[config.mk]
export PLATFORM = sky130hd
export DESIGN_NAME = tcwg_top
export DESIGN_NICKNAME = d
export VERILOG_FILES = /design/src/rtl/tcwg_pkg.sv /design/src/rtl/tcwg_top.sv
export SDC_FILE = /design/constraint.sdc
export NUM_CORES = 1
export LEC_CHECK = 0
export BUFFER_PORTS_ARGS = -buffer_cell sky130_fd_sc_hd__buf_4
export CAP_MARGIN = 15
export CORE_ASPECT_RATIO = 0.7
export CORE_UTILIZATION = 55
export CTS_BUF_LIST = sky130_fd_sc_hd__clkbuf_4
export CTS_CLUSTER_DIAMETER = 50
export CTS_CLUSTER_SIZE = 28
export DETAILED_ROUTE_END_ITERATION = 7
export PLACE_DENSITY = 0.78
export SLEW_MARGIN = 20
export SYNTH_ARGS = -nofsm -noshare
export SYNTH_HDL_FRONTEND = slang
export SYNTH_SLANG_ARGS = --single-unit
[constraint.sdc]
create_clock -name pclk -period 2.94 [get_ports pclk]
set_input_delay 0.882 -clock pclk [delete_from_list [all_inputs] [get_ports pclk]]
set_output_delay 0.882 -clock pclk [all_outputs]
set_load 0.05 [all_outputs]
[src/rtl/tcwg_pkg.sv]
// constants shared by the timer waveform generator
package tcwg_pkg;
  // ==========================================
  // register map
  localparam logic [5:0] OFF_CMD   = 6'h00;  // channel_command
  localparam logic [5:0] OFF_CFG   = 6'h04;  // channel_config
  localparam logic [5:0] OFF_CNT   = 6'h10;  // count_value
  localparam logic [5:0] OFF_MA    = 6'h14;  // match_a
  localparam logic [5:0] OFF_MB    = 6'h18;  // match_b
  localparam logic [5:0] OFF_LIM   = 6'h1c;  // limit_value
  localparam logic [5:0] OFF_FLG   = 6'h20;  // channel_flags
  localparam logic [5:0] OFF_IEN   = 6'h24;  // irq_enable_set
  localparam logic [5:0] OFF_IDIS  = 6'h28;  // irq_enable_clear
  localparam logic [5:0] OFF_IMASK = 6'h2c;  // irq_mask_view
  localparam logic [7:0] OFF_BCMD  = 8'hc0;  // block_command
  localparam logic [7:0] OFF_BCFG  = 8'hc4;  // block_config
  localparam logic [1:0] BLK_WIN   = 2'h3;   // window index of block regs
  // ==========================================
  // channel_config fields
  localparam int CFG_CLK_LSB  = 0;   // counter clock select, 3 bits
  localparam int CFG_INV      = 3;   // count on falling edge
  localparam int CFG_GATE_LSB = 4;   // gate clock by chained line
  localparam int CFG_LSTOP    = 6;   // limit_stop
  localparam int CFG_LDIS     = 7;   // limit_disable
  localparam int CFG_EDGE_LSB = 8;   // event_edge
  localparam int CFG_SRC_LSB  = 10;  // event_source
  localparam int CFG_ETRG     = 12;  // event_trigger_en
  localparam int CFG_PROF_LSB = 13;  // count_profile
  localparam int CFG_GEN      = 15;  // generation mode
  localparam int CFG_A_MA     = 16;  // line a action on match a
  localparam int CFG_A_LIM    = 18;  // line a action on limit
  localparam int CFG_A_EVT    = 20;  // line a action on event
  localparam int CFG_A_SW     = 22;  // line a action on soft trigger
  localparam int CFG_B_MB     = 24;  // line b action on match b
  localparam int CFG_B_LIM    = 26;  // line b action on limit
  localparam int CFG_B_EVT    = 28;  // line b action on event
  localparam int CFG_B_SW     = 30;  // line b action on soft trigger
  // ==========================================
  // command, flag and action codes
  localparam int CMD_ON     = 0;   // count_clock_on
  localparam int CMD_OFF    = 1;   // count_clock_off
  localparam int CMD_SOFT   = 2;   // soft_trigger
  localparam int BCMD_SYNC  = 0;   // all-channel trigger
  localparam int FLG_WRAP   = 0;   // wrap_flag
  localparam int FLG_CLKON  = 16;  // counter clock enabled
  localparam int MASK_W     = 8;   // irq mask width
  localparam int BCFG_W     = 6;   // block_config width
  localparam logic [1:0] ACT_SET = 2'h1;
  localparam logic [1:0] ACT_CLR = 2'h2;
  localparam logic [1:0] ACT_TOG = 2'h3;
  localparam logic [1:0] EDGE_RISE = 2'h1;
  localparam logic [1:0] EDGE_FALL = 2'h2;
  localparam logic [1:0] EDGE_BOTH = 2'h3;
  localparam logic [15:0] CNT_TOP = 16'hffff;  // free-running top
  // ==========================================
  // internal clock dividers, log2 of pclk division
  localparam int PRE_W = 10;
  localparam int DIV_LOG2 [5] = '{1, 3, 5, 7, 10};
endpackage

[src/rtl/tcwg_top.sv]
// three-channel 16-bit timer, waveform generation with apb registers
//
// The APB slave port is this design's own decision.
`timescale 1ns/1ps
module tcwg_top #(
  parameter int ADDR_W = 8  // apb address width decoded
) (
  input  wire logic              pclk,
  input  wire logic              presetn,
  input  wire logic              psel,
  input  wire logic              penable,
  input  wire logic              pwrite,
  input  wire logic [ADDR_W-1:0] paddr,
  input  wire logic [31:0]       pwdata,
  output logic      [31:0]       prdata,
  output logic                   pready,
  output logic                   pslverr,
  input  wire logic [2:0]        ext_clock_pin,
  input  wire logic [2:0]        line_a_in,
  output logic      [2:0]        line_a_out,
  output logic      [2:0]        line_a_oe_n,
  input  wire logic [2:0]        line_b_in,
  output logic      [2:0]        line_b_out,
  output logic      [2:0]        line_b_oe_n
);

  // ==========================================
  // state
  typedef struct packed {
    logic [2:0][31:0]              cfg;       // channel_config
    logic [2:0][15:0]              cnt;       // count_value
    logic [2:0][15:0]              ra;        // match_a
    logic [2:0][15:0]              rb;        // match_b
    logic [2:0][15:0]              rc;        // limit_value
    logic [2:0][tcwg_pkg::MASK_W-1:0] imask;  // irq mask
    logic [2:0]                    dn;        // counting down
    logic [2:0]                    clk_en;    // counter clock enabled
    logic [2:0]                    clk_run;   // counter clock started
    logic [2:0]                    trig_pend; // trigger awaiting edge
    logic [2:0]                    sw_pend;   // soft trigger awaiting edge
    logic [2:0]                    evt_pend;  // event awaiting edge
    logic [2:0]                    wrap;      // wrap_flag
    logic [2:0]                    line_a;    // line a level
    logic [2:0]                    line_b;    // line b level
    logic [2:0]                    xc_prev;   // chained clocks, last cycle
    logic [2:0]                    evt_prev;  // event source, last cycle
    logic [tcwg_pkg::BCFG_W-1:0]   bcfg;      // block_config
    logic [8:0]                    s1;        // pin sync stage 1
    logic [8:0]                    s2;        // pin sync stage 2
    logic [8:0]                    s3;        // pin sync stage 3
    logic [8:0]                    pin;       // filtered pin levels
    logic [tcwg_pkg::PRE_W-1:0]    pre;       // internal clock prescaler
    logic [31:0]                   rdata;     // apb read data
  } tcwg_state_s;

  tcwg_state_s s_q;  // registered state
  tcwg_state_s s_d;  // next state

  logic [4:0] pre_tick;  // internal clock enables
  logic [2:0] xc;        // chained_clock_0..2
  logic [2:0] tick;      // counter clock edge per channel
  logic [2:0] evt_src;   // selected event source level
  logic [2:0] evt_hit;   // detected external event
  logic [2:0] line_a_v;  // line a as seen for chaining
  logic       wr;        // apb write access
  logic       rd;        // apb read access

  assign wr = psel & penable & pwrite;
  assign rd = psel & penable & ~pwrite;

  // ==========================================
  // prescaler enables, one pulse every 2^n cycles
  genvar k;
  generate
    for (k = 0; k < 5; k++) begin : g_pre
      assign pre_tick[k] = &s_q.pre[tcwg_pkg::DIV_LOG2[k]-1:0];
    end
  endgenerate

  // ==========================================
  // per-channel clocking and event detection
  genvar i;
  generate
    for (i = 0; i < 3; i++) begin : g_ch
      localparam int LO = (i == 0) ? 1 : 0;  // lower other channel
      localparam int HI = (i == 2) ? 1 : 2;  // higher other channel
      logic [31:0] cfg;   // this channel's config
      logic [1:0]  csel;  // chain select field
      logic [2:0]  ksel;  // counter clock select
      logic [1:0]  gsel;  // gate select
      logic [1:0]  esrc;  // event_source
      logic [1:0]  edg;   // event_edge
      logic        xl;    // selected chained clock, inverted if asked
      logic        xp;    // same, last cycle
      logic        gate;  // gating level
      logic        rise;  // event source rising
      logic        fall;  // event source falling
      assign cfg  = s_q.cfg[i];
      assign csel = s_q.bcfg[2*i +: 2];
      assign ksel = cfg[tcwg_pkg::CFG_CLK_LSB +: 3];
      assign gsel = cfg[tcwg_pkg::CFG_GATE_LSB +: 2];
      assign esrc = cfg[tcwg_pkg::CFG_SRC_LSB +: 2];
      assign edg  = cfg[tcwg_pkg::CFG_EDGE_LSB +: 2];
      // line a of a capture-mode channel is an input
      assign line_a_v[i] = s_q.cfg[i][tcwg_pkg::CFG_GEN] ? s_q.line_a[i] : s_q.pin[3+i];
      // chained clock source select
      always_comb begin
        unique case (csel)
          2'h0:    xc[i] = s_q.pin[i];
          2'h1:    xc[i] = 1'b0;
          2'h2:    xc[i] = line_a_v[LO];
          2'h3:    xc[i] = line_a_v[HI];
        endcase
      end
      // chained clock edge with optional inversion
      assign xl   = (ksel >= 3'h5) ? (xc[ksel[1:0]-2'h1] ^ cfg[tcwg_pkg::CFG_INV]) : 1'b0;
      assign xp   = (ksel >= 3'h5) ? (s_q.xc_prev[ksel[1:0]-2'h1] ^ cfg[tcwg_pkg::CFG_INV]) : 1'b0;
      assign gate = (gsel == 2'h0) ? 1'b1 : xc[gsel-2'h1];
      // counting edge only while enabled and started
      assign tick[i] = s_q.clk_en[i] & s_q.clk_run[i] & gate &
                       ((ksel < 3'h5) ? pre_tick[ksel] : (xl & ~xp));
      // event source select
      assign evt_src[i] = (esrc == 2'h0) ? s_q.pin[6+i] : xc[esrc-2'h1];
      assign rise = evt_src[i] & ~s_q.evt_prev[i];
      assign fall = ~evt_src[i] & s_q.evt_prev[i];
      // edge code none defines no event
      assign evt_hit[i] = cfg[tcwg_pkg::CFG_GEN] &
                          (((edg == tcwg_pkg::EDGE_RISE) & rise) |
                           ((edg == tcwg_pkg::EDGE_FALL) & fall) |
                           ((edg == tcwg_pkg::EDGE_BOTH) & (rise | fall)));
    end
  endgenerate

  // ==========================================
  // highest-priority nonzero action applied to a line
  function automatic logic act_pick(input logic cur, input logic [3:0][1:0] acts);
    logic [1:0] a;
    logic       v;
    a = 2'h0;
    // index 3 is the strongest: soft trigger, event, limit, match
    for (int n = 0; n < 4; n++) begin
      if (acts[n] != 2'h0) begin
        a = acts[n];
      end
    end
    unique case (a)
      tcwg_pkg::ACT_SET: v = 1'b1;
      tcwg_pkg::ACT_CLR: v = 1'b0;
      tcwg_pkg::ACT_TOG: v = ~cur;
      default:           v = cur;
    endcase
    return v;
  endfunction

  // ==========================================
  // next state
  always_comb begin
    logic [31:0] cfg;   // channel config
    logic        gen;   // generation mode
    logic [1:0]  prof;  // effective count_profile
    logic        sel;   // write hits this channel
    logic        cmd;   // channel_command written
    logic        sw;    // soft or block trigger
    logic        ma;    // match a
    logic        mb;    // match b
    logic        mc;    // limit match
    logic        d;     // direction for this edge
    logic        sync;  // block trigger
    logic [15:0] top;   // up/down turning point
    logic [1:0]  rch;   // read window
    cfg  = 32'h0;
    gen  = 1'b0;
    prof = 2'h0;
    sel  = 1'b0;
    cmd  = 1'b0;
    sw   = 1'b0;
    ma   = 1'b0;
    mb   = 1'b0;
    mc   = 1'b0;
    d    = 1'b0;
    sync = 1'b0;
    top  = 16'h0;
    rch  = paddr[7:6];
    s_d  = s_q;
    // three-stage pin sync, change taken when stages 2 and 3 agree
    s_d.s1  = {line_b_in, line_a_in, ext_clock_pin};
    s_d.s2  = s_q.s1;
    s_d.s3  = s_q.s2;
    s_d.pin = ((s_q.s2 ~^ s_q.s3) & s_q.s3) | ((s_q.s2 ^ s_q.s3) & s_q.pin);
    s_d.pre      = s_q.pre + 10'h001;
    s_d.xc_prev  = xc;
    s_d.evt_prev = evt_src;
    // block registers
    if (wr && (paddr[7:0] == tcwg_pkg::OFF_BCFG)) begin
      s_d.bcfg = pwdata[tcwg_pkg::BCFG_W-1:0];
    end
    sync = wr && (paddr[7:0] == tcwg_pkg::OFF_BCMD) && pwdata[tcwg_pkg::BCMD_SYNC];
    for (int c = 0; c < 3; c++) begin
      cfg  = s_q.cfg[c];
      gen  = cfg[tcwg_pkg::CFG_GEN];
      prof = gen ? cfg[tcwg_pkg::CFG_PROF_LSB +: 2] : 2'h0;
      sel  = wr && (rch == 2'(c));
      cmd  = sel && (paddr[5:0] == tcwg_pkg::OFF_CMD);
      // register writes; reserved offsets fall through
      if (sel) begin
        unique case (paddr[5:0])
          tcwg_pkg::OFF_CFG:  s_d.cfg[c] = pwdata;
          tcwg_pkg::OFF_MA:   if (gen) s_d.ra[c] = pwdata[15:0];
          tcwg_pkg::OFF_MB:   if (gen) s_d.rb[c] = pwdata[15:0];
          tcwg_pkg::OFF_LIM:  s_d.rc[c] = pwdata[15:0];
          tcwg_pkg::OFF_IEN:  s_d.imask[c] = s_q.imask[c] | pwdata[tcwg_pkg::MASK_W-1:0];
          tcwg_pkg::OFF_IDIS: s_d.imask[c] = s_q.imask[c] & ~pwdata[tcwg_pkg::MASK_W-1:0];
          default:            s_d.cfg[c] = s_q.cfg[c];
        endcase
      end
      // clock on, unless off in the same write
      if (cmd && pwdata[tcwg_pkg::CMD_OFF]) begin
        s_d.clk_en[c]  = 1'b0;
        s_d.clk_run[c] = 1'b0;
      end else if (cmd && pwdata[tcwg_pkg::CMD_ON]) begin
        s_d.clk_en[c] = 1'b1;
      end
      // flags read clears only what was reported
      if (rd && (rch == 2'(c)) && (paddr[5:0] == tcwg_pkg::OFF_FLG)) begin
        s_d.wrap[c] = s_q.wrap[c] & ~s_q.rdata[tcwg_pkg::FLG_WRAP];
      end
      // counter clock edge: pending triggers and matches act here
      if (tick[c]) begin
        ma = gen && (s_q.cnt[c] == s_q.ra[c]);
        mb = gen && (s_q.cnt[c] == s_q.rb[c]);
        mc = gen && (s_q.cnt[c] == s_q.rc[c]);
        if (!prof[0]) begin
          // up profiles
          if (s_q.trig_pend[c] || (mc && prof[1])) begin
            s_d.cnt[c] = 16'h0;
          end else begin
            s_d.cnt[c] = s_q.cnt[c] + 16'h0001;
            if (s_q.cnt[c] == tcwg_pkg::CNT_TOP) begin
              s_d.wrap[c] = 1'b1;
            end
          end
        end else begin
          // up/down profiles, trigger reverses direction
          top = prof[1] ? s_q.rc[c] : tcwg_pkg::CNT_TOP;
          d   = s_q.dn[c] ^ s_q.trig_pend[c];
          if (!d && (s_q.cnt[c] == top)) begin
            d = 1'b1;
          end else if (d && (s_q.cnt[c] == 16'h0)) begin
            d = 1'b0;
          end
          s_d.dn[c]  = d;
          s_d.cnt[c] = d ? (s_q.cnt[c] - 16'h0001) : (s_q.cnt[c] + 16'h0001);
        end
        // limit match stops and disables independently
        if (mc && cfg[tcwg_pkg::CFG_LSTOP]) begin
          s_d.clk_run[c] = 1'b0;
        end
        if (mc && cfg[tcwg_pkg::CFG_LDIS]) begin
          s_d.clk_en[c]  = 1'b0;
          s_d.clk_run[c] = 1'b0;
        end
        // output control
        if (gen) begin
          s_d.line_a[c] = act_pick(s_q.line_a[c], {
            s_q.sw_pend[c]  ? cfg[tcwg_pkg::CFG_A_SW +: 2]  : 2'h0,
            s_q.evt_pend[c] ? cfg[tcwg_pkg::CFG_A_EVT +: 2] : 2'h0,
            mc              ? cfg[tcwg_pkg::CFG_A_LIM +: 2] : 2'h0,
            ma              ? cfg[tcwg_pkg::CFG_A_MA +: 2]  : 2'h0});
          if (cfg[tcwg_pkg::CFG_SRC_LSB +: 2] != 2'h0) begin
            s_d.line_b[c] = act_pick(s_q.line_b[c], {
              s_q.sw_pend[c] ? cfg[tcwg_pkg::CFG_B_SW +: 2] : 2'h0,
              (s_q.evt_pend[c] && cfg[tcwg_pkg::CFG_ETRG]) ? cfg[tcwg_pkg::CFG_B_EVT +: 2] : 2'h0,
              mc             ? cfg[tcwg_pkg::CFG_B_LIM +: 2] : 2'h0,
              mb             ? cfg[tcwg_pkg::CFG_B_MB +: 2]  : 2'h0});
          end
        end
        s_d.trig_pend[c] = 1'b0;
        s_d.sw_pend[c]   = 1'b0;
        s_d.evt_pend[c]  = 1'b0;
      end
      // new triggers start the clock and wait for the next edge
      sw = sync || (cmd && pwdata[tcwg_pkg::CMD_SOFT]);
      if ((sw || (evt_hit[c] && cfg[tcwg_pkg::CFG_ETRG])) && s_d.clk_en[c]) begin
        s_d.clk_run[c]   = 1'b1;
        s_d.trig_pend[c] = 1'b1;
      end
      // line actions only pend on a running clock, so none goes stale
      if (sw && s_d.clk_run[c]) begin
        s_d.sw_pend[c] = 1'b1;
      end
      // an event on a clock that stays stopped is dropped
      if (evt_hit[c] && s_d.clk_run[c]) begin
        s_d.evt_pend[c] = 1'b1;
      end
    end
    // read data latched in the setup cycle
    if (psel && !penable && !pwrite) begin
      s_d.rdata = 32'h0;
      if (rch == tcwg_pkg::BLK_WIN) begin
        if (paddr[7:0] == tcwg_pkg::OFF_BCFG) begin
          s_d.rdata = {26'h0, s_q.bcfg};
        end
      end else begin
        unique case (paddr[5:0])
          tcwg_pkg::OFF_CFG:   s_d.rdata = s_q.cfg[rch];
          tcwg_pkg::OFF_CNT:   s_d.rdata = {16'h0, s_q.cnt[rch]};
          tcwg_pkg::OFF_MA:    s_d.rdata = {16'h0, s_q.ra[rch]};
          tcwg_pkg::OFF_MB:    s_d.rdata = {16'h0, s_q.rb[rch]};
          tcwg_pkg::OFF_LIM:   s_d.rdata = {16'h0, s_q.rc[rch]};
          tcwg_pkg::OFF_FLG: begin
            s_d.rdata[tcwg_pkg::FLG_WRAP]  = s_q.wrap[rch];
            s_d.rdata[tcwg_pkg::FLG_CLKON] = s_q.clk_en[rch];
          end
          tcwg_pkg::OFF_IMASK: s_d.rdata = {24'h0, s_q.imask[rch]};
          default:             s_d.rdata = 32'h0;
        endcase
      end
    end
  end

  // ==========================================
  // state register
  always_ff @(posedge pclk or negedge presetn) begin
    if (!presetn) begin
      s_q <= '0;
    end else begin
      s_q <= s_d;
    end
  end

  // ==========================================
  // outputs
  assign prdata     = s_q.rdata;
  assign pready     = 1'b1;
  assign pslverr    = 1'b0;
  assign line_a_out = s_q.line_a;
  assign line_b_out = s_q.line_b;
  always_comb begin
    for (int c = 0; c < 3; c++) begin
      line_a_oe_n[c] = ~s_q.cfg[c][tcwg_pkg::CFG_GEN];
      line_b_oe_n[c] = ~(s_q.cfg[c][tcwg_pkg::CFG_GEN] &
                         (s_q.cfg[c][tcwg_pkg::CFG_SRC_LSB +: 2] != 2'h0));
    end
  end

endmodule

==> impl_metrics.tcl <==
set metrics [dict create \
    status "finished, final reports clean" \
    ys_seq_area_share_pct 43.3 \
    synth_enable_flop_cells 0 \
    synth_fp_nets 2571 \
    setup_violations 0 \
    crit_path_end_kind "output port" \
    grt_overflow 0 \
    dp.cells 3216 \
    worstPathMaxFanout 4 \
    p_leak_uw 0.0139 \
    final-hold-violation-count 0 \
    fin_crit_sh_pct 98.8 \
    clock-root-buffer "clkbuf_4" \
    start_util_pct 56.2 \
    final_nets 2764 \
    synth.top_cell.area_share_pct 43.3 \
    synth_ff_type "dfrtp_1" \
    yosysTopAreaCell "dfrtp_1" \
    fin_area_mm2 0.0286 \
    clockBufferDepth 3 \
    place.detailed.hpwl_um 69000 \
    rsz0062_at_grt "true" \
    ioPinCount 100 \
    timing.slew.headroom_pct 52.9 \
    drt-met1-wl_um 39300 \
    cts_hold_buf 0 \
    synthToLayoutAreaGrowth_pct 15.4 \
    grt_usage_pct 39.5 \
    instances_no_fill 3300 \
    synth_cell_type_count 97 \
    final_layout_size_suffix_gt1_share_pct 28.6 \
    ys_top_cells_by_area "dfrtp_1, mux2_2, mux2i_1" \
    totalPowerFinal_uw 10700 \
    syn_area_mm2 0.0248 \
    dpl_cell_area_mm2 0.0276 \
    yosys_register_bits 429 \
    vias 21900 \
    max-vdd-ir-drop_uv 402 \
    wl_met2_um 36500 \
    gp_congestion 1.01 \
    cp-start-kind "register" \
    critical_path_arrival_ns 2.02 \
    post-route-min-period_ns 2.91 \
    numClockSinks 429 \
    numCtsBuffers 39 \
    path_clk_slew_ns 0.19 \
    tightest_slew_ns 0.706 \
    die_width_um 256 \
    cts_tree "built" \
    critical_path_required_ns 2.06 \
    placementRows 64 \
    ant_nets 0 \
    drt_iter0_drc 3105 \
    wirelength_um 91800 \
    viasPerCell 6.64 \
    grt_max_degree 69 \
    met3_length_um 13100 \
    wl_per_cell_um 27.8 \
    avgSynthCellArea_um2 9.98 \
    n_fill_cell 3578 \
    core_mm2 0.0440 \
    netlist_instances 2483 \
    first_global_vias 20800 \
    synth_warnings 0 \
    antenna_found_initial 3 \
    hold_path.class "input port to async pin" \
    maxSlewViolCount 0 \
    grt_pass1_wl_um 136000 \
    highest_layer "met5" \
    dr.pass1.iters 6 \
    path_class "register to output port" \
    die_h_um 180 \
    pwr_density_cell_mw_per_mm2 376 \
    drc 0 \
    max-cap-violations 0 \
    h-tree-depth 2 \
    fmax_ghz 0.344 \
    finalClockSkew_ns 0.0614 \
    dieArea_mm2 0.0459 \
    async_flop_share_pct 100 \
    portBuffers 97 \
    clk_latency_ns 0.83 \
]
[cells in the final DEF, fill, tap and decap left out, types with 11 or more instances in the layout]
cell        n
dfrtp_1   417
buf_4     334
nand2_1   273
mux2_2    243
o21ai_0   137
mux2i_1   129
xor2_1     95
nand3_1    71
nor2_1     67
a21oi_1    63
inv_1      57
a31oi_1    51
nor3_1     41
a22oi_1    41
clkbuf_4   41
xnor2_1    38
o21ai_1    37
a22o_1     36
nor4_1     35
nand4_1    34
ha_1       33
buf_12     29
a21o_1     26
nand2b_1   19
and3_1     18
o31ai_1    17
nor2b_1    17
or3_1      15
o22ai_1    15
o211ai_1   14
or4_1      12
dfrtp_2    12
nand3b_1   11
[critical path: stages, from the launching register on]
cell and delay, ns:
dfrtp_1 0.46, inv_1 0.08, ha_1 0.25, nand2b_1 0.20, buf_4 0.21
[Yosys cell counts (all sizes together), types with 5 or more instances]
master,number
xor2,95
dfrtp,429
or2,7
nor2,70
nand3,75
o221ai,7
a21o,26
or3,15
nor2b,18
ha,34
a211oi,11
o211ai,14
and4,7
and2,15
nor4,41
mux2i,130
nand3b,11
mux2,245
clkbuf,106
buf,111
nand2b,21
a211o,6
o21ai,176
o22ai,15
nand4,34
nor3,46
nor4b,6
a22o,36
a31oi,52
xnor2,39
inv,63
a2111oi,5
o2111ai,7
a21oi,66
o31ai,17
nor3b,5
a2bb2oi,9
and3,20
a22oi,42
nand2,278
or4,13
[cell families after synthesis]
family | share of synthesized area [%]
other cells | 0.0303
buf+inv | 5.21
simple gates | 13.8
compound gates | 14.7
mux | 16.5
fa+ha+maj | 1.72
xor+xnor | 4.74
flops | 43.3
[metrics by stage]
step / worst slack (ns) / hold WS [ns] / setup TNS, ns / util, %
after floorplan: 0.00350 / 0.331 / 0 / -
after global placement: -0.198 / 0.332 / -0.672 / 62.6
after detailed placement: -0.227 / 0.336 / -1.06 / 62.6
after CTS: 0.00172 / 0.0389 / 0 / 64.3
after global routing: -0.0852 / 0.0570 / -0.167 / 64.9
final: 0.0349 / 0.0474 / 0 / 64.9
[power by group]
group          internal (µW)  leakage [µW]  switching, µW
Sequential              6000       0.00578           93.0
Clock                   1230      0.000373           2460
Combinational            335       0.00774            633
[state kept, by name, indices dropped and copies added, names as in the netlist, named ones only]
| register | flops |
|---|---|
| s_d | 18 |
| prdata | 32 |
| g_ch.cfg | 96 |
| g_ch.csel | 6 |
| pre_tick | 1 |
| line_b_out | 3 |
| line_a_out | 3 |
| s_q | 246 |
[worst paths after layout]
path | start | to | slack [ns] | cells past startpoint
worst max-delay path | g_ch[0].cfg[10] | line_b_oe_n[0] | 0.03 | 4
worst min-delay path | presetn | s_q[188] | 0.05 | 1
worst max register to register | g_ch[2].cfg[15] | s_q[320] | 0.05 | 9
worst min register to register | s_d[60] | s_d[51] | 0.37 | 0
max in group asynchronous | presetn | s_q[55] | 2.06 | 2
min in group pclk | ext_clock_pin[2] | s_d[62] | 0.15 | 1
[cell type report]
class / instances / area [µm²] / share of cell area, %
diodes: 1 / 2.50 / 0.00876
clock buffers: 41 / 308 / 1.08
clock inverters: 29 / 413 / 1.44
inverters: 64 / 248 / 0.867
multi-input cells: 1773 / 12900 / 45.3
flip-flops and latches: 429 / 10800 / 37.6
well taps: 594 / 743 / 2.60
repair buffers: 369 / 3160 / 11.1
[layer usage]
layer,global-route usage [%],up-vias
met5,0,-
met3,13.1,177
met4,10.8,4
met2,53.3,1446
li1,-,9381
met1,59.8,10900
[repair_timing]
| item | in CTS | in global routing |
|---|---|---|
| gates resized for setup | 4 | 54 |
| endpoints found under the setup margin | 4 | 66 |
| pin swaps | 0 | 14 |
| setup buffers | 3 | 10 |
No activity file was read; power rests on OpenSTA's default activity.
